## src/hdl/ndcr_pkg.sv

```systemverilog
// Package for the nibble debug and control register bank.
// Assumes a 16-bit register port on one 50 MHz clock.
package ndcr_pkg;
	localparam int unsigned ADDR_W = 6;
	localparam int unsigned DATA_W = 16;

	// ************************************************************
	// Register offsets
	// ************************************************************
	localparam logic [5:0] OFF_NIBBLE_FIRST  = 6'h00;
	localparam logic [5:0] OFF_NIBBLE_SECOND = 6'h01;
	localparam logic [5:0] OFF_CALIB         = 6'h02;
	localparam logic [5:0] OFF_DBG_WRITE     = 6'h37;
	localparam logic [5:0] OFF_DBG_INDEX     = 6'h38;
	localparam logic [5:0] OFF_DBG_READ      = 6'h39;
	localparam logic [5:0] OFF_DBG_COUNTER   = 6'h3A;

	// ************************************************************
	// Fields and reset values
	// ************************************************************
	localparam int unsigned NC0_POS_NB   = 0;
	localparam int unsigned NC0_NEG_NB   = 1;
	localparam int unsigned NC0_INV_RX   = 2;
	localparam int unsigned NC0_SERIAL   = 3;
	localparam int unsigned NC0_TX_GATE  = 4;
	localparam int unsigned NC0_RX_GATE  = 5;
	localparam int unsigned NC0_RXG_EXT  = 6;
	localparam int unsigned NC0_W        = 7;
	localparam int unsigned NC1_PH_P     = 0;
	localparam int unsigned NC1_PH_N     = 1;
	localparam int unsigned NC1_TX_LO    = 2;
	localparam int unsigned NC1_W        = 12;
	localparam int unsigned TX_COUNT     = 10;
	localparam int unsigned CAL_ON       = 0;
	localparam int unsigned CAL_IN_OFF   = 1;
	localparam int unsigned CAL_OUT_OFF  = 2;
	localparam int unsigned CAL_W        = 3;
	localparam int unsigned WR_SEL_HI    = 15;
	localparam int unsigned WR_SEL_LO    = 8;
	localparam int unsigned SEL_OTHER    = 7;
	localparam int unsigned CNT_GO       = 0;

	localparam logic [6:0]  NC0_RESET    = 7'h00;
	localparam logic [11:0] NC1_RESET    = 12'h000;
	localparam logic [2:0]  CAL_RESET    = 3'h1;
	localparam logic [15:0] IDX_RESET    = 16'h0000;
	localparam logic [15:0] ZERO_WORD    = 16'h0000;
	localparam logic [7:0]  SEL_NONE     = 8'h00;
endpackage

```

## src/hdl/ndcr_regs.sv

```systemverilog
// Nibble debug multiplexer and nibble/calibration control registers.
// Assumes a synchronous master on clk_i; status sources on clk_i.
//
// Function
// - Index upper byte picks debug write target: none, calibration engine, others.
// - Index lower byte picks debug read source: calibration engine or others.
// - Read-only debug read word at 0x39, reset zero, shows selected source.
// - Bit 0 at 0x3A starts debug counter; other bits reserved; reset zero.
// - Addresses 0x3B to 0x3F decode nothing; writes change no state.
// - Nibble control first bit 0 feeds positive quarter delay from neighbour.
// - Nibble control first bit 1 feeds negative quarter delay from neighbour.
// - Nibble control first bit 2 inverts pad-to-receive clock path.
// - Nibble control first bit 3 puts receive paths into serial sampling.
// - Nibble control first bit 4 disables transmit clock gating.
// - Nibble control first bit 5 disables receive clock gating.
// - Nibble control second bits 0 and 1 shift received clock 90 degrees.
// - Nibble control second bits 2 to 11 delay each transmitter 90 degrees.
// - Calibration control bit 0 turns self-calibration on; on by default.
// - Calibration control bit 1 set disables input delay drift tracking.
// - Calibration control bit 2 set disables output delay drift tracking.
// - Debug write word at 0x37 passes writes to the write target; reads show write-path status, reset zero.
//
// Our own choice: the address-and-strobe port.
`timescale 1ns/100ps
module ndcr_regs
	import ndcr_pkg::*;
(
	input  wire logic              clk_i,
	input  wire logic              rst_i,
	input  wire logic [ADDR_W-1:0] addr_i,
	input  wire logic [DATA_W-1:0] wdata_i,
	input  wire logic              wr_i,
	input  wire logic              rd_i,
	output logic      [DATA_W-1:0] rdata_o,
	input  wire logic [DATA_W-1:0] calib_status_i,
	input  wire logic [DATA_W-1:0] other_status_i,
	input  wire logic [DATA_W-1:0] write_status_i,
	input  wire logic              delay_ready_flag_i,
	output logic      [DATA_W-1:0] dbg_wdata_o,
	output logic                   dbg_calib_wr_o,
	output logic                   dbg_other_wr_o,
	output logic      [7:0]        debug_write_target_select_o,
	output logic                   debug_counter_go_o,
	output logic                   pos_strobe_from_neighbour_o,
	output logic                   neg_strobe_from_neighbour_o,
	output logic                   invert_rx_clock_o,
	output logic                   serial_mode_o,
	output logic                   tx_gating_off_o,
	output logic                   rx_gating_off_o,
	output logic                   rx_gate_extend_o,
	output logic                   rx_phase_pos_o,
	output logic                   rx_phase_neg_o,
	output logic      [TX_COUNT-1:0] tx_phase_90_o,
	output logic                   built_in_self_calibration_o,
	output logic                   input_drift_tracking_off_o,
	output logic                   output_drift_tracking_off_o
);

	// ************************************************************
	// Decode helpers
	// ************************************************************
	function automatic logic hit(input logic [ADDR_W-1:0] a, input logic [ADDR_W-1:0] off);
		hit = (a == off);
	endfunction

	function automatic logic is_other(input logic [7:0] sel);
		is_other = sel[SEL_OTHER];
	endfunction

	logic [NC0_W-1:0]  nc0_reg;
	logic [NC1_W-1:0]  nc1_reg;
	logic [CAL_W-1:0]  cal_reg;
	logic [DATA_W-1:0] idx_reg;
	logic              go_reg;
	logic [DATA_W-1:0] rd_word_reg;
	logic [DATA_W-1:0] wr_word_reg;
	logic [DATA_W-1:0] rdata_reg;
	logic [DATA_W-1:0] rdata_next;
	logic [DATA_W-1:0] dbgw_reg;
	logic              calw_reg;
	logic              othw_reg;
	logic              rdy_s1_reg;
	logic              rdy_s2_reg;
	logic              rdy_s3_reg;
	logic [7:0]        wsel;
	logic [7:0]        rsel;
	logic [7:0]        rsel_next;

	assign wsel = idx_reg[WR_SEL_HI:WR_SEL_LO];
	assign rsel = idx_reg[WR_SEL_LO-1:0];
	// selector counts in the cycle of its own write, so a gapless read sees it
	assign rsel_next = (wr_i && hit(addr_i, OFF_DBG_INDEX)) ? wdata_i[WR_SEL_LO-1:0] : rsel;

	// ************************************************************
	// Control registers
	// ************************************************************
	// Delay-ready is asynchronous to us; rising edge seen past two flops
	always_ff @(posedge clk_i or posedge rst_i) begin
		if (rst_i) begin
			rdy_s1_reg <= 1'b0;
			rdy_s2_reg <= 1'b0;
			rdy_s3_reg <= 1'b0;
		end else begin
			rdy_s1_reg <= delay_ready_flag_i;
			rdy_s2_reg <= rdy_s1_reg;
			rdy_s3_reg <= rdy_s2_reg;
		end
	end

	always_ff @(posedge clk_i or posedge rst_i) begin
		if (rst_i) begin
			nc0_reg <= NC0_RESET;
		end else if (wr_i && hit(addr_i, OFF_NIBBLE_FIRST)) begin
			nc0_reg <= wdata_i[NC0_W-1:0];
		end else if (rdy_s2_reg && !rdy_s3_reg) begin
			nc0_reg[NC0_SERIAL] <= NC0_RESET[NC0_SERIAL];
		end
	end

	always_ff @(posedge clk_i or posedge rst_i) begin
		if (rst_i) begin
			nc1_reg <= NC1_RESET;
		end else if (wr_i && hit(addr_i, OFF_NIBBLE_SECOND)) begin
			nc1_reg <= wdata_i[NC1_W-1:0];
		end
	end

	always_ff @(posedge clk_i or posedge rst_i) begin
		if (rst_i) begin
			cal_reg <= CAL_RESET;
		end else if (wr_i && hit(addr_i, OFF_CALIB)) begin
			cal_reg <= wdata_i[CAL_W-1:0];
		end
	end

	always_ff @(posedge clk_i or posedge rst_i) begin
		if (rst_i) begin
			idx_reg <= IDX_RESET;
		end else if (wr_i && hit(addr_i, OFF_DBG_INDEX)) begin
			idx_reg <= wdata_i;
		end
	end

	always_ff @(posedge clk_i or posedge rst_i) begin
		if (rst_i) begin
			go_reg <= 1'b0;
		end else if (wr_i && hit(addr_i, OFF_DBG_COUNTER)) begin
			go_reg <= wdata_i[CNT_GO];
		end
	end

	// ************************************************************
	// Debug multiplexer
	// ************************************************************
	// Status sampled every clock, so a new selector shows next cycle
	always_ff @(posedge clk_i or posedge rst_i) begin
		if (rst_i) begin
			rd_word_reg <= ZERO_WORD;
			wr_word_reg <= ZERO_WORD;
		end else begin
			rd_word_reg <= is_other(rsel_next) ? other_status_i : calib_status_i;
			wr_word_reg <= write_status_i;
		end
	end

	// Debug status write: wdata_i goes out registered every clock; a write to the debug write word adds a target pulse unless the target is none
	always_ff @(posedge clk_i or posedge rst_i) begin
		if (rst_i) begin
			dbgw_reg <= ZERO_WORD;
			calw_reg <= 1'b0;
			othw_reg <= 1'b0;
		end else begin
			dbgw_reg <= wdata_i;
			calw_reg <= wr_i && hit(addr_i, OFF_DBG_WRITE) && wsel != SEL_NONE
				&& !is_other(wsel);
			othw_reg <= wr_i && hit(addr_i, OFF_DBG_WRITE) && is_other(wsel);
		end
	end

	// ************************************************************
	// Read path
	// ************************************************************
	always_comb begin
		rdata_next = ZERO_WORD;
		if (hit(addr_i, OFF_NIBBLE_FIRST)) begin
			rdata_next[NC0_W-1:0] = nc0_reg;
		end else if (hit(addr_i, OFF_NIBBLE_SECOND)) begin
			rdata_next[NC1_W-1:0] = nc1_reg;
		end else if (hit(addr_i, OFF_CALIB)) begin
			rdata_next[CAL_W-1:0] = cal_reg;
		end else if (hit(addr_i, OFF_DBG_WRITE)) begin
			rdata_next = wr_word_reg;
		end else if (hit(addr_i, OFF_DBG_INDEX)) begin
			rdata_next = idx_reg;
		end else if (hit(addr_i, OFF_DBG_READ)) begin
			rdata_next = rd_word_reg;
		end else if (hit(addr_i, OFF_DBG_COUNTER)) begin
			rdata_next[CNT_GO] = go_reg;
		end else begin
			rdata_next = ZERO_WORD;
		end
	end

	always_ff @(posedge clk_i or posedge rst_i) begin
		if (rst_i) begin
			rdata_reg <= ZERO_WORD;
		end else if (rd_i) begin
			rdata_reg <= rdata_next;
		end else begin
			rdata_reg <= ZERO_WORD;
		end
	end

	assign rdata_o                     = rdata_reg;
	assign dbg_wdata_o                 = dbgw_reg;
	assign dbg_calib_wr_o              = calw_reg;
	assign dbg_other_wr_o              = othw_reg;
	assign debug_write_target_select_o = wsel;
	assign debug_counter_go_o          = go_reg;
	assign pos_strobe_from_neighbour_o = nc0_reg[NC0_POS_NB];
	assign neg_strobe_from_neighbour_o = nc0_reg[NC0_NEG_NB];
	assign invert_rx_clock_o           = nc0_reg[NC0_INV_RX];
	assign serial_mode_o               = nc0_reg[NC0_SERIAL];
	assign tx_gating_off_o             = nc0_reg[NC0_TX_GATE];
	assign rx_gating_off_o             = nc0_reg[NC0_RX_GATE];
	assign rx_gate_extend_o            = nc0_reg[NC0_RXG_EXT];
	assign rx_phase_pos_o              = nc1_reg[NC1_PH_P];
	assign rx_phase_neg_o              = nc1_reg[NC1_PH_N];
	assign tx_phase_90_o               = nc1_reg[NC1_W-1:NC1_TX_LO];
	assign built_in_self_calibration_o = cal_reg[CAL_ON];
	assign input_drift_tracking_off_o  = cal_reg[CAL_IN_OFF];
	assign output_drift_tracking_off_o = cal_reg[CAL_OUT_OFF];
endmodule

```

## config.mk

```make
export PLATFORM = sky130hd
export DESIGN_NAME = ndcr_regs
export DESIGN_NICKNAME = d
export VERILOG_FILES = /design/src/hdl/ndcr_pkg.sv /design/src/hdl/ndcr_regs.sv
export SDC_FILE = /design/constraint.sdc
export NUM_CORES = 1
export LEC_CHECK = 0
export BUFFER_PORTS_ARGS = -buffer_cell sky130_fd_sc_hd__buf_2
export CAP_MARGIN = 40
export CORE_MARGIN = 2
export CORE_UTILIZATION = 30
export DETAILED_ROUTE_END_ITERATION = 8
export HOLD_SLACK_MARGIN = 0.06
export SYNTH_ARGS = -nofsm -noshare
export SYNTH_HDL_FRONTEND = slang
export SYNTH_SLANG_ARGS = --single-unit
```

## constraint.sdc

```tcl
create_clock -name clk_i -period 3.8 [get_ports clk_i]
set_clock_uncertainty 0.05 [all_clocks]
set_input_delay 0.19 -clock clk_i [delete_from_list [all_inputs] [get_ports clk_i]]
set_output_delay 0.19 -clock clk_i [all_outputs]
set_load 0.005 [all_outputs]
```

; ---- Word level (Yosys, flattened, before mapping)
; Index checks and enable logic that the tools add are counted.
[totals]
rom_bits = 0
mem_bits_rw = 0
regBits = 108
out_inout_bits = 65
elab_cells = 51
inputBits = 75
latch_bits = 0
n_memories = 0
[classes]
shifts = 0
eq_ne = 6
reduce_logical = 15
mux = 15
div_mod_pow = 0
order_cmp = 0
add_sub_neg = 0
bitwise_logic = 0
multipliers = 0
[op_table]
columns = cell, count
row1 = $mux W16, 5
row2 = $eq A6 B6 Y1 const B, 4
row3 = $mux W13, 1
row4 = $mux W12, 1
row5 = $logic_and A1 B1 Y1, 10
row6 = $mux W9, 1
row7 = $mux W8, 1
row8 = $reduce_bool A8 Y1, 1
row9 = $mux W7, 1
row10 = $eq A6 B1 Y1 const B, 1
row11 = $eq A6 B2 Y1 const B, 1
row12 = $logic_not A6 Y1, 1
row13 = $mux W4, 1
row14 = $mux W1, 3
row15 = $mux W3, 1
row16 = $logic_not A1 Y1, 2
row17 = $reduce_bool A2 Y1, 1

; ---- Depth between registers and ports, before layout
; Gate-level depths: netlist (run 1).
[depth]
depth_word = 9
depth_mapped = 6
depth_no_buf = 4

; ---- Least setup slack after synthesis (run 1)
; Ideal clock, no wire load.
[synth_timing]
kind = input -> register
from = in addr_i[5]
to = reg rd_word_reg[10]
setup_slack_ns = 2.135
path_stages = 6
n_path_buf = 2
t_required_ns = 3.625
arrival_time_ns = 1.490
path_cell_list = and4b_1 -> buf_4 -> nand3_4 -> mux2i_4 -> buf_12 -> mux2_4
[synth_via]
elab_chain_cells = 4
[synth_rtl]
columns = element, line
row1 = from (decl), ndcr_regs.sv:30  ; input wire logic [ADDR_W-1:0] addr_i,
row2 = $eq A6 B6 Y1, ndcr_regs.sv:63  ; hit = (a == off);
row3 = $logic_and A1 B1 Y1, ndcr_regs.sv:92  ; assign rsel_next = (wr_i && hit(addr_i, OFF_DBG_INDEX)) ? wdata_i[WR_SEL_LO-1:0] : rsel;
row4 = $mux W8, ndcr_regs.sv:92
row5 = $mux W16, ndcr_regs.sv:161  ; rd_word_reg <= is_other(rsel_next) ? other_status_i : calib_status_i;
row6 = to (signal assigned), ndcr_regs.sv:161
row7 = to (decl), ndcr_regs.sv:75  ; logic [DATA_W-1:0] rd_word_reg;
; No other way between the ends.
; A chain may end at the register's enable or synchronous reset.

; ---- Worst setup path after layout (run 1)
[layout_timing]
from = in addr_i[2]
to = reg rd_word_reg[0]
; Same word-level chain as after synthesis.

==> impl_metrics.toml, run 1 <==
[global_route]
grt_pass1_wl_um = 18800
grt_max_degree = 64
grt_pass1_vias = 3436
antenna_found_initial = 0
grt.total_usage_pct = 16.8
grt_overflow = 0

[placed_design]
post-place-ws_ns = 1.29
place.gp.congestion = 0.809
dp_cells = 602
dp_hpwl_um = 8380
io_buffers = 139
dpl_cell_area_um2 = 5080

[layout]
final_cells = 681
final_cell_area_um2 = 6020
antennaDiodeCount = 0
nets = 574
syn_to_final_growth_pct = 43.2
final_layout_size_suffix_gt1_share_pct = 43.5

[worst_setup_path]
cpPeakStageDelay_ns = 0.80
worstSetupStartpointType = "input port"
critPathKind = "in2reg"
path_cells = "buf_2 -> and4b_1 -> nand3_4 -> mux2i_4 -> mux2_2 -> dlygate4sd3_1"
arrival_ns = 2.82
critPathCaptureType = "register"
required_ns = 3.99
crit_family = "multiplexers"
crit_buf_inv = 2
timing.critical_path.slowest_stage_cell = "mux2i_4"
path_max_fanout = 17

[power]
power.total_w = 0.00258
cellLeakagePower_nw = 2.94
powerDensity_nw_per_um2 = 428
ir_drop_v = 0.000230

[clock_network]
worstSkewPairLatency_ns = 0.35
hold_buffers = 66
cts_buffers = 9
cts_root_buf = "clkbuf_16"
htreeDepth = 3
cts_tree = "built"
clock-sinks = 108
cts_setup_buffers = 0
post_cts_resize_count = 0
clk_path_buf_depth = 2
clkTransAtPathRegs_ns = 0.07

[synthesis]
synth_area_leaders = "dfrtp_1 64%, mux2_2 11%, mux2_4 3.2%, o21ai_0 3.0%, a221oi_1 2.5%"
synth_cells = 297
synth_xor_area_share_pct = 0
yosys.area_share.simple_pct = 6.60
yosysUniqueCellTypes = 38
syn_nets = 372
synth_edf_count = 0
ys_seq_area_share_pct = 64.3
mappedNetlistArea_um2 = 4210
syn_area_per_cell_um2 = 14.2
synth_fa_ha_area_share_pct = 0
yosys_most_used_dff = "dfrtp_1"
synth_top_family_by_area = "multiplexers"
synth_compound_area_share_pct = 10.3
ys_warn_count = 0
muxShareOfSynthArea_pct = 15.2
synth-seq-cells = 108
yosysTopAreaCell = "dfrtp_1"
async_reset_ff_share_pct = 100
synth_top_area_share_pct = 63.7

[min_path]
hp-class = "in2reg"

[floorplanning]
ioPinCount = 140
die-height_um = 122
core-area_um2 = 13800
rows = 43
die_width_um = 122
die_area_um2 = 15000
start_util_pct = 30.5

[detailed_routing]
detail_route.wl_per_cell_um = 17.8
wl_um = 12100
firstDrtPassIters = 4
dr.first_iter.drc_count = 142
drc = 0
postRouteAntennaNets = 0
vias = 3258
viasPerCell = 4.78

[job]
drv_cap = 0

[timing]
rsz0062_at_grt = "no"
finalCritPeriodShare_pct = 69.4
fin_crit_ns = 2.64
hold_viol = 0
slew_violations = 0
relSlewSlack_pct = 41.2
setup_tns_ns = 0
setup_ws_ns = 1.16
clock.fmax_ghz = 0.379
worst_pin_slew_ns = 0.864
setup_viol = 0

[run_status]
status = "complete, no violations"
-- layout by cell type, fill, tap and decap left out, types with 8 or more instances in the layout --
| cell type | netlist | routed |
|---|---|---|
| mux2_2 | 42 | 42 |
| mux2_4 | 9 | 9 |
| nor2_1 | 8 | 8 |
| dlygate4sd3_1 | 0 | 66 |
| a221oi_1 | 12 | 12 |
| clkbuf_16 | 0 | 9 |
| dfrtp_1 | 107 | 107 |
| buf_2 | 6 | 140 |
| o21ai_0 | 25 | 25 |
| nand2_1 | 11 | 11 |
-- per-layer routing --
layer  wire length [um]  global-route usage, %  vias up
met3                643                   3.95       21
met4                305                   8.12        0
met5                  0                      0        -
met1               4970                   20.0     1632
met2               6210                   28.7      111
li1                   -                      -     1494
-- where the power goes --
part	total [W]	switching, W	internal [W]	leakage (nW)
clock network	0.000911	0.000393	0.000518	0.134
registers	0.00130	0.0000589	0.00124	1.36
logic	0.000362	0.000151	0.000211	1.45
total	0.00258	0.000603	0.00197	2.94
-- metrics by stage --
stage | hold slack [ns] | util [%]
floorplan | 0.171 | -
detailed placement | 0.0691 | 36.9
finish | 0.147 | 43.7
CTS | 0.134 | 43.7
global route | 0.144 | 43.7
global placement | 0.250 | 36.5
-- layout make-up --
| type | instances | area, um^2 |
|---|---|---|
| clock buffers | 11 | 243 |
| clock inverters | 2 | 37.5 |
| fillers | 1349 | 7750 |
| inverters | 4 | 17.5 |
| multi-input cells | 164 | 1360 |
| flip-flops and latches | 108 | 2700 |
| well taps | 180 | 225 |
| repair buffers | 212 | 1430 |
-- cells in the mapped netlist (5+ instances only) --
cell type / number
a221oi_1: 12
and3_1: 5
buf_2: 6
buf_4: 9
clkbuf_1: 5
dfrtp_1: 107
mux2_2: 42
mux2_4: 9
nand2_1: 11
nand2b_1: 7
nor2_1: 8
o21ai_0: 25
-- cells by family (layout without fill, tap and decap cells) --
kind of cell,after synthesis,in the layout
compound gates,62,62
buf+inv,25,229
flops,108,108
mux,53,53
simple gates,49,49
-- final timing paths --
kind / from / endpoint / slack, ns / depth (start not counted)
max: addr_i[2] / rd_word_reg[0]$_DFF_PP0_ / 1.16 / 6
min: wr_i / dbg_other_wr_o$_DFF_PP0_ / 0.15 / 2
max reg2reg: idx_reg[7]$_DFFE_PP0P_ / rd_word_reg[0]$_DFF_PP0_ / 1.60 / 3
min reg2reg: rdy_s1_reg$_DFF_PP0_ / rdy_s2_reg$_DFF_PP0_ / 0.30 / 0
max in group asynchronous: rst_i / rd_word_reg[14]$_DFF_PP0_ / 2.63 / 5
min in group asynchronous: rst_i / dbg_wdata_o[8]$_DFF_PP0_ / 0.25 / 3
Note: power is estimated with default switching activity, not from simulation.
==> run 2: changes to the inputs <==
Settings changed: ABC_AREA from default to 1.
Clock period 3.8 ns to 2.2 ns, I/O delays scaled along.
==> impl_metrics.toml, run 2 <==
[clock_network]
cts_buffers = 9
clkTransAtPathRegs_ns = 0.07
worstSkewPairLatency_ns = 0.35
cts_tree = "built"
htreeDepth = 3
cts_root_buf = "clkbuf_16"
clock-sinks = 108
clk_path_buf_depth = 2

[power]
p_sw_w = 0.00108
powerDensity_nw_per_um2 = 742
ir_drop_v = 0.000375
pwr-share-clk_pct = 36.6
cellLeakagePower_nw = 3.14
internal_power_w = 0.00342
swShare_pct = 24.1
comb_power_share_pct = 13.4
seq_power_share_pct = 50.1

[layout]
final_common_cell = "buf_2"
antennaDiodeCount = 0
final_layout_size_suffix_gt1_share_pct = 30.8
nets = 703
final_core_util_pct = 43.9
mostFrequentLayoutCells = "139 x buf_2, 107 x dfrtp_1, 106 x nand2_1, 67 x dlygate4sd3_1, 49 x inv_1"
syn_to_final_growth_pct = 43.3
final_cell_area_um2 = 6070

[global_route]
grt_max_degree = 109
antenna_found_initial = 0
grt_pass1_vias = 3498
grt_pass1_wl_um = 18300
grt.total_usage_pct = 16.2
grt_overflow = 0

[detailed_routing]
dr.first_iter.drc_count = 244
wl_um = 11600
detail_route.wl_per_cell_um = 14.3
vias = 3579
drc = 0
firstDrtPassIters = 4
postRouteAntennaNets = 0
viasPerCell = 4.40

[worst_setup_path]
timing.rr.start = "idx_reg[7]$_DFFE_PP0P_"
crit_buf_inv = 4
worstReg2RegEnd = "rd_word_reg[11]$_DFF_PP0_"
critPathKind = "in2reg"
timing.critical_path.slowest_stage_cell = "dlygate4sd3_1"
path_max_fanout = 27
rrSetupSlack_ns = 0.58
crit_family = "buffers and inverters"
critPathCaptureType = "register"
cpPeakStageDelay_ns = 0.56
arrival_ns = 2.30
path_cells = "dlygate4sd3_1 -> buf_2 -> nand2_2 -> o21ai_4 -> buf_12 -> nand2_1 -> o21ai_2 -> dlygate4sd3_1"
worstSetupStartpointType = "input port"
critPathMostFrequentCell = "dlygate4sd3_1"
reg2regPathDepth = 6
required_ns = 2.43

[synthesis]
mappedNetlistArea_um2 = 4240
synth_area_leaders = "dfrtp_1 63%, nand2_1 9.4%, o21ai_0 5.1%, inv_1 4.4%, a21oi_1 2.8%"
ys_warn_count = 0
syn_nets = 500
ys_seq_area_share_pct = 63.8
yosys_most_used_dff = "dfrtp_1"
synth_edf_count = 0
syn_area_per_cell_um2 = 9.97
synth_top_area_share_pct = 63.2
yosysUniqueCellTypes = 28
synth_cells = 425
async_reset_ff_share_pct = 100
synth_common_cells = "107 x dfrtp_1, 106 x nand2_1, 50 x inv_1"
yosysTopAreaCell = "dfrtp_1"
synth-seq-cells = 108
synth_most_common_cell = "dfrtp_1"

[floorplanning]
ioPinCount = 140
start_util_pct = 30.6
die_width_um = 123
die-height_um = 123
die_area_um2 = 15100
core-area_um2 = 13800
rows = 43

[placed_design]
io_buffers = 139
post-place-ws_ns = 0.517
dp_hpwl_um = 8020
place.gp.congestion = 0.848
dpl_cell_area_um2 = 5080

[timing]
relSlewSlack_pct = 47.8
setup_tns_ns = 0
setup_ws_ns = 0.135
hold_viol = 0
fin_crit_ns = 2.07
rsz0062_at_grt = "no"
worst_pin_slew_ns = 0.781
finalCritPeriodShare_pct = 93.9
slew_violations = 0
setup_viol = 0
clock.fmax_ghz = 0.484

[min_path]
hp-start = "rd_i"
hold_path_end = "rdata_o[14]$_DFF_PP0_"
holdPathStages = 3
hp-class = "in2reg"

[run_status]
status = "complete, no violations"

[job]
drv_cap = 0
## run 2: cells by family (layout without fill, tap and decap cells)
| family | Yosys count | in the layout | synth area share [%] |
|---|---|---|---|
| flops | 108 | 108 | 63.8 |
| buf+inv | 73 | 281 | 8.03 |
| mux | 3 | 3 | 0.797 |
| compound gates | 90 | 90 | 12.2 |
| simple gates | 151 | 151 | 15.1 |
## run 2: power groups by stage
| stage | clock network [W] | registers (W) | logic [W] |
|---|---|---|---|
| detailed placement | 0 | 0.00229 | 0.000475 |
| global route | 0.00178 | 0.00227 | 0.000680 |
| finish | 0.00165 | 0.00226 | 0.000603 |
| floorplan | 0 | 0.00228 | 0.000262 |
| global placement | 0 | 0.00229 | 0.000462 |
| CTS | 0.00169 | 0.00225 | 0.000604 |
## run 2: worst max path at each step
stage | start | to | slack [ns] | depth (start not counted)
floorplan | rst_i | cal_reg[1]$_DFFE_PP0P_ | 0.74 | 1
global placement | addr_i[2] | nc1_reg[2]$_DFFE_PP0P_ | 0.57 | 8
detailed placement | addr_i[2] | nc1_reg[6]$_DFFE_PP0P_ | 0.52 | 8
CTS | wr_i | rd_word_reg[11]$_DFF_PP0_ | 0.05 | 8
global route | wr_i | rd_word_reg[3]$_DFF_PP0_ | 0.009 | 8
finish | wr_i | rd_word_reg[11]$_DFF_PP0_ | 0.13 | 8
## run 2: metrics by stage
| stage | power (W) | hold WS (ns) | instances |
|---|---|---|---|
| after floorplan | 0.00254 | 0.0914 | 425 |
| after global placement | 0.00275 | 0.170 | 728 |
| after detailed placement | 0.00277 | 0.169 | 728 |
| after CTS | 0.00455 | 0.0737 | 811 |
| after global routing | 0.00474 | 0.0929 | 813 |
| final | 0.00451 | 0.0859 | 813 |
## run 2: what timing repair did
item | 4_1_cts | 5_1_grt
setup endpoints to repair | 0 | 13
setup buffers | 0 | 2
hold buffers | 67 | 0
hold endpoints to repair | 180 | 0
resized for setup | 0 | 0
## run 2: routing by layer
metal  track usage [%]  vias to the layer above  wire [um]
li1                  -                     1741          -
met1              21.0                     1695       5170
met2              26.2                      120       5480
met3              2.46                       23        593
met4              8.33                        0        352
met5                 0                        -          0
## run 2: cell type report
type | instances | area, um^2
Tap cell | 180 | 225
Fill cell | 1339 | 7750
Multi-Input combinational cell | 244 | 1190
Sequential cell | 108 | 2700
Clock buffer | 13 | 260
Inverter | 51 | 195
Clock inverter | 3 | 45.0
Timing Repair Buffer | 214 | 1450
## run 2: worst register-to-register path, stage by stage (launching register included)
cell	delay [ns]
dfrtp_1	0.41
nand2_4	0.08
o21ai_4	0.07
buf_12	0.17
nand2_1	0.10
o21ai_2	0.05
dlygate4sd3_1	0.55
==> run 3: changes to the inputs <==
Settings changed: CTS_BUF_LIST from default to sky130_fd_sc_hd__clkbuf_4 sky130_fd_sc_hd__clkbuf_8.
==> impl_metrics.toml, run 3 (synthesis results as in run 2) <==
[run_status]
status = "complete, no violations"

[clock_network]
clock-sinks = 108
cts_buffers = 9
cts_tree = "built"
cts_root_buf = "clkbuf_8"
htreeDepth = 3
clk_path_buf_depth = 2
clkTransAtPathRegs_ns = 0.10
worstSkewPairLatency_ns = 0.38

[worst_setup_path]
critPathMostFrequentCell = "dlygate4sd3_1"
path_max_fanout = 27
arrival_ns = 2.30
timing.critical_path.slowest_stage_cell = "dlygate4sd3_1"
critPathCaptureType = "register"
required_ns = 2.46
crit_family = "buffers and inverters"
crit_buf_inv = 4
path_cells = "dlygate4sd3_1 -> buf_2 -> nand2_2 -> o21ai_4 -> buf_12 -> nand2_1 -> o21ai_2 -> dlygate4sd3_1"
critPathKind = "in2reg"
worstSetupStartpointType = "input port"
cpPeakStageDelay_ns = 0.56
timing.rr.start = "idx_reg[7]$_DFFE_PP0P_"
startpoint = "wr_i"

[global_route]
grt_pass1_wl_um = 18300
grt_pass1_vias = 3541
grt_overflow = 0
antenna_found_initial = 0
grt.total_usage_pct = 16.2
grt_max_degree = 109

[detailed_routing]
viasPerCell = 4.39
firstDrtPassIters = 4
drc = 0
wl_um = 11500
vias = 3571
postRouteAntennaNets = 0
dr.first_iter.drc_count = 213
detail_route.wl_per_cell_um = 14.2

[timing]
clock.fmax_ghz = 0.491
setup_viol = 0
worst_pin_slew_ns = 0.764
fin_crit_ns = 2.03
hold_slack_ns = 0.0927
setup_tns_ns = 0
relSlewSlack_pct = 49.0
finalCritPeriodShare_pct = 92.5
rsz0062_at_grt = "no"
setup_ws_ns = 0.165
hold_viol = 0
slew_violations = 0

[placed_design]
post-place-ws_ns = 0.517
place.gp.congestion = 0.848
dp_hpwl_um = 8020
dp_cells = 728
io_buffers = 139

[power]
powerDensity_nw_per_um2 = 688
ir_drop_v = 0.000257
cellLeakagePower_nw = 3.11

[layout]
nets = 704
syn_to_final_growth_pct = 41.4
antennaDiodeCount = 0
final_common_cell = "buf_2"
final_core_util_pct = 43.3
final_layout_size_suffix_gt1_share_pct = 31.1
final_cells = 814
mostFrequentLayoutCells = "139 x buf_2, 107 x dfrtp_1, 106 x nand2_1, 68 x dlygate4sd3_1, 49 x inv_1"

[floorplanning]
die-height_um = 123
die_area_um2 = 15100
die_width_um = 123
rows = 43
ioPinCount = 140
start_util_pct = 30.6
core-area_um2 = 13800

[min_path]
hp-class = "in2reg"
hp-start = "addr_i[0]"

[job]
drv_cap = 0
-- run 3: cell types whose count changed in the layout (fill, tap and decap cells not counted) --
cell           delta
clkbuf_8          +9
clkbuf_4          +2
clkbuf_1          -2
clkbuf_16         -9
dlygate4sd3_1     +1
-- run 3: what timing repair did --
item | CTS | global route
gates resized for setup | 0 | 0
setup endpoints to repair | 0 | 10
setup buffers | 0 | 2
endpoints found under the hold margin | 196 | 0
hold buffers | 68 | 0
-- run 3: stage by stage --
stage / power, W / instance area (um^2)
2_1_floorplan: 0.00254 / 4240
3_3_place_gp: 0.00275 / 5080
3_5_place_dp: 0.00277 / 5080
4_1_cts: 0.00417 / 5980
5_1_grt: 0.00435 / 5990
6_report: 0.00412 / 5990
-- run 3: worst min-delay path, cell delays in order --
cell and delay (ns):
buf_2 0.12, nor2_1 0.09, nand3_1 0.10, o21ai_0 0.07
-- run 3: path summary, 6_finish.rpt --
kind / to / slack, ns / depth (start not counted)
max in group asynchronous: nc0_reg[2]$_DFFE_PP0P_ / 1.30 / 4
worst max register to register: rd_word_reg[11]$_DFF_PP0_ / 0.57 / 6
worst min register to register: rdy_s2_reg$_DFF_PP0_ / 0.31 / 0
worst max-delay path: rd_word_reg[11]$_DFF_PP0_ / 0.17 / 8
min in group asynchronous: nc1_reg[10]$_DFFE_PP0P_ / 0.39 / 4
worst min-delay path: debug_counter_go_o$_DFFE_PP0P_ / 0.09 / 4
-- run 3: area by class of cell --
type | count | area, um^2
multi-input cells | 244 | 1190
repair buffers | 215 | 1460
clock inverters | 3 | 45.0
clock buffers | 13 | 166
inverters | 51 | 195
fillers | 1350 | 7840
flip-flops and latches | 108 | 2700
well taps | 180 | 225
-- run 3: layer usage --
| layer | vias up | part of all wire [%] | wire [um] | track usage (%) |
|---|---|---|---|---|
| met5 | - | 0 | 0 | 0 |
| met1 | 1689 | 43 | 5010 | 20.7 |
| li1 | 1739 | - | - | - |
| met3 | 21 | 5.9 | 677 | 2.60 |
| met4 | 0 | 2.8 | 324 | 7.90 |
| met2 | 122 | 48 | 5530 | 26.6 |
-- run 3: where the power goes --
group | total [W] | internal, W | switching, W
registers | 0.00225 | 0.00215 | 0.0000991
logic | 0.000603 | 0.000322 | 0.000282
clock network | 0.00127 | 0.000615 | 0.000653
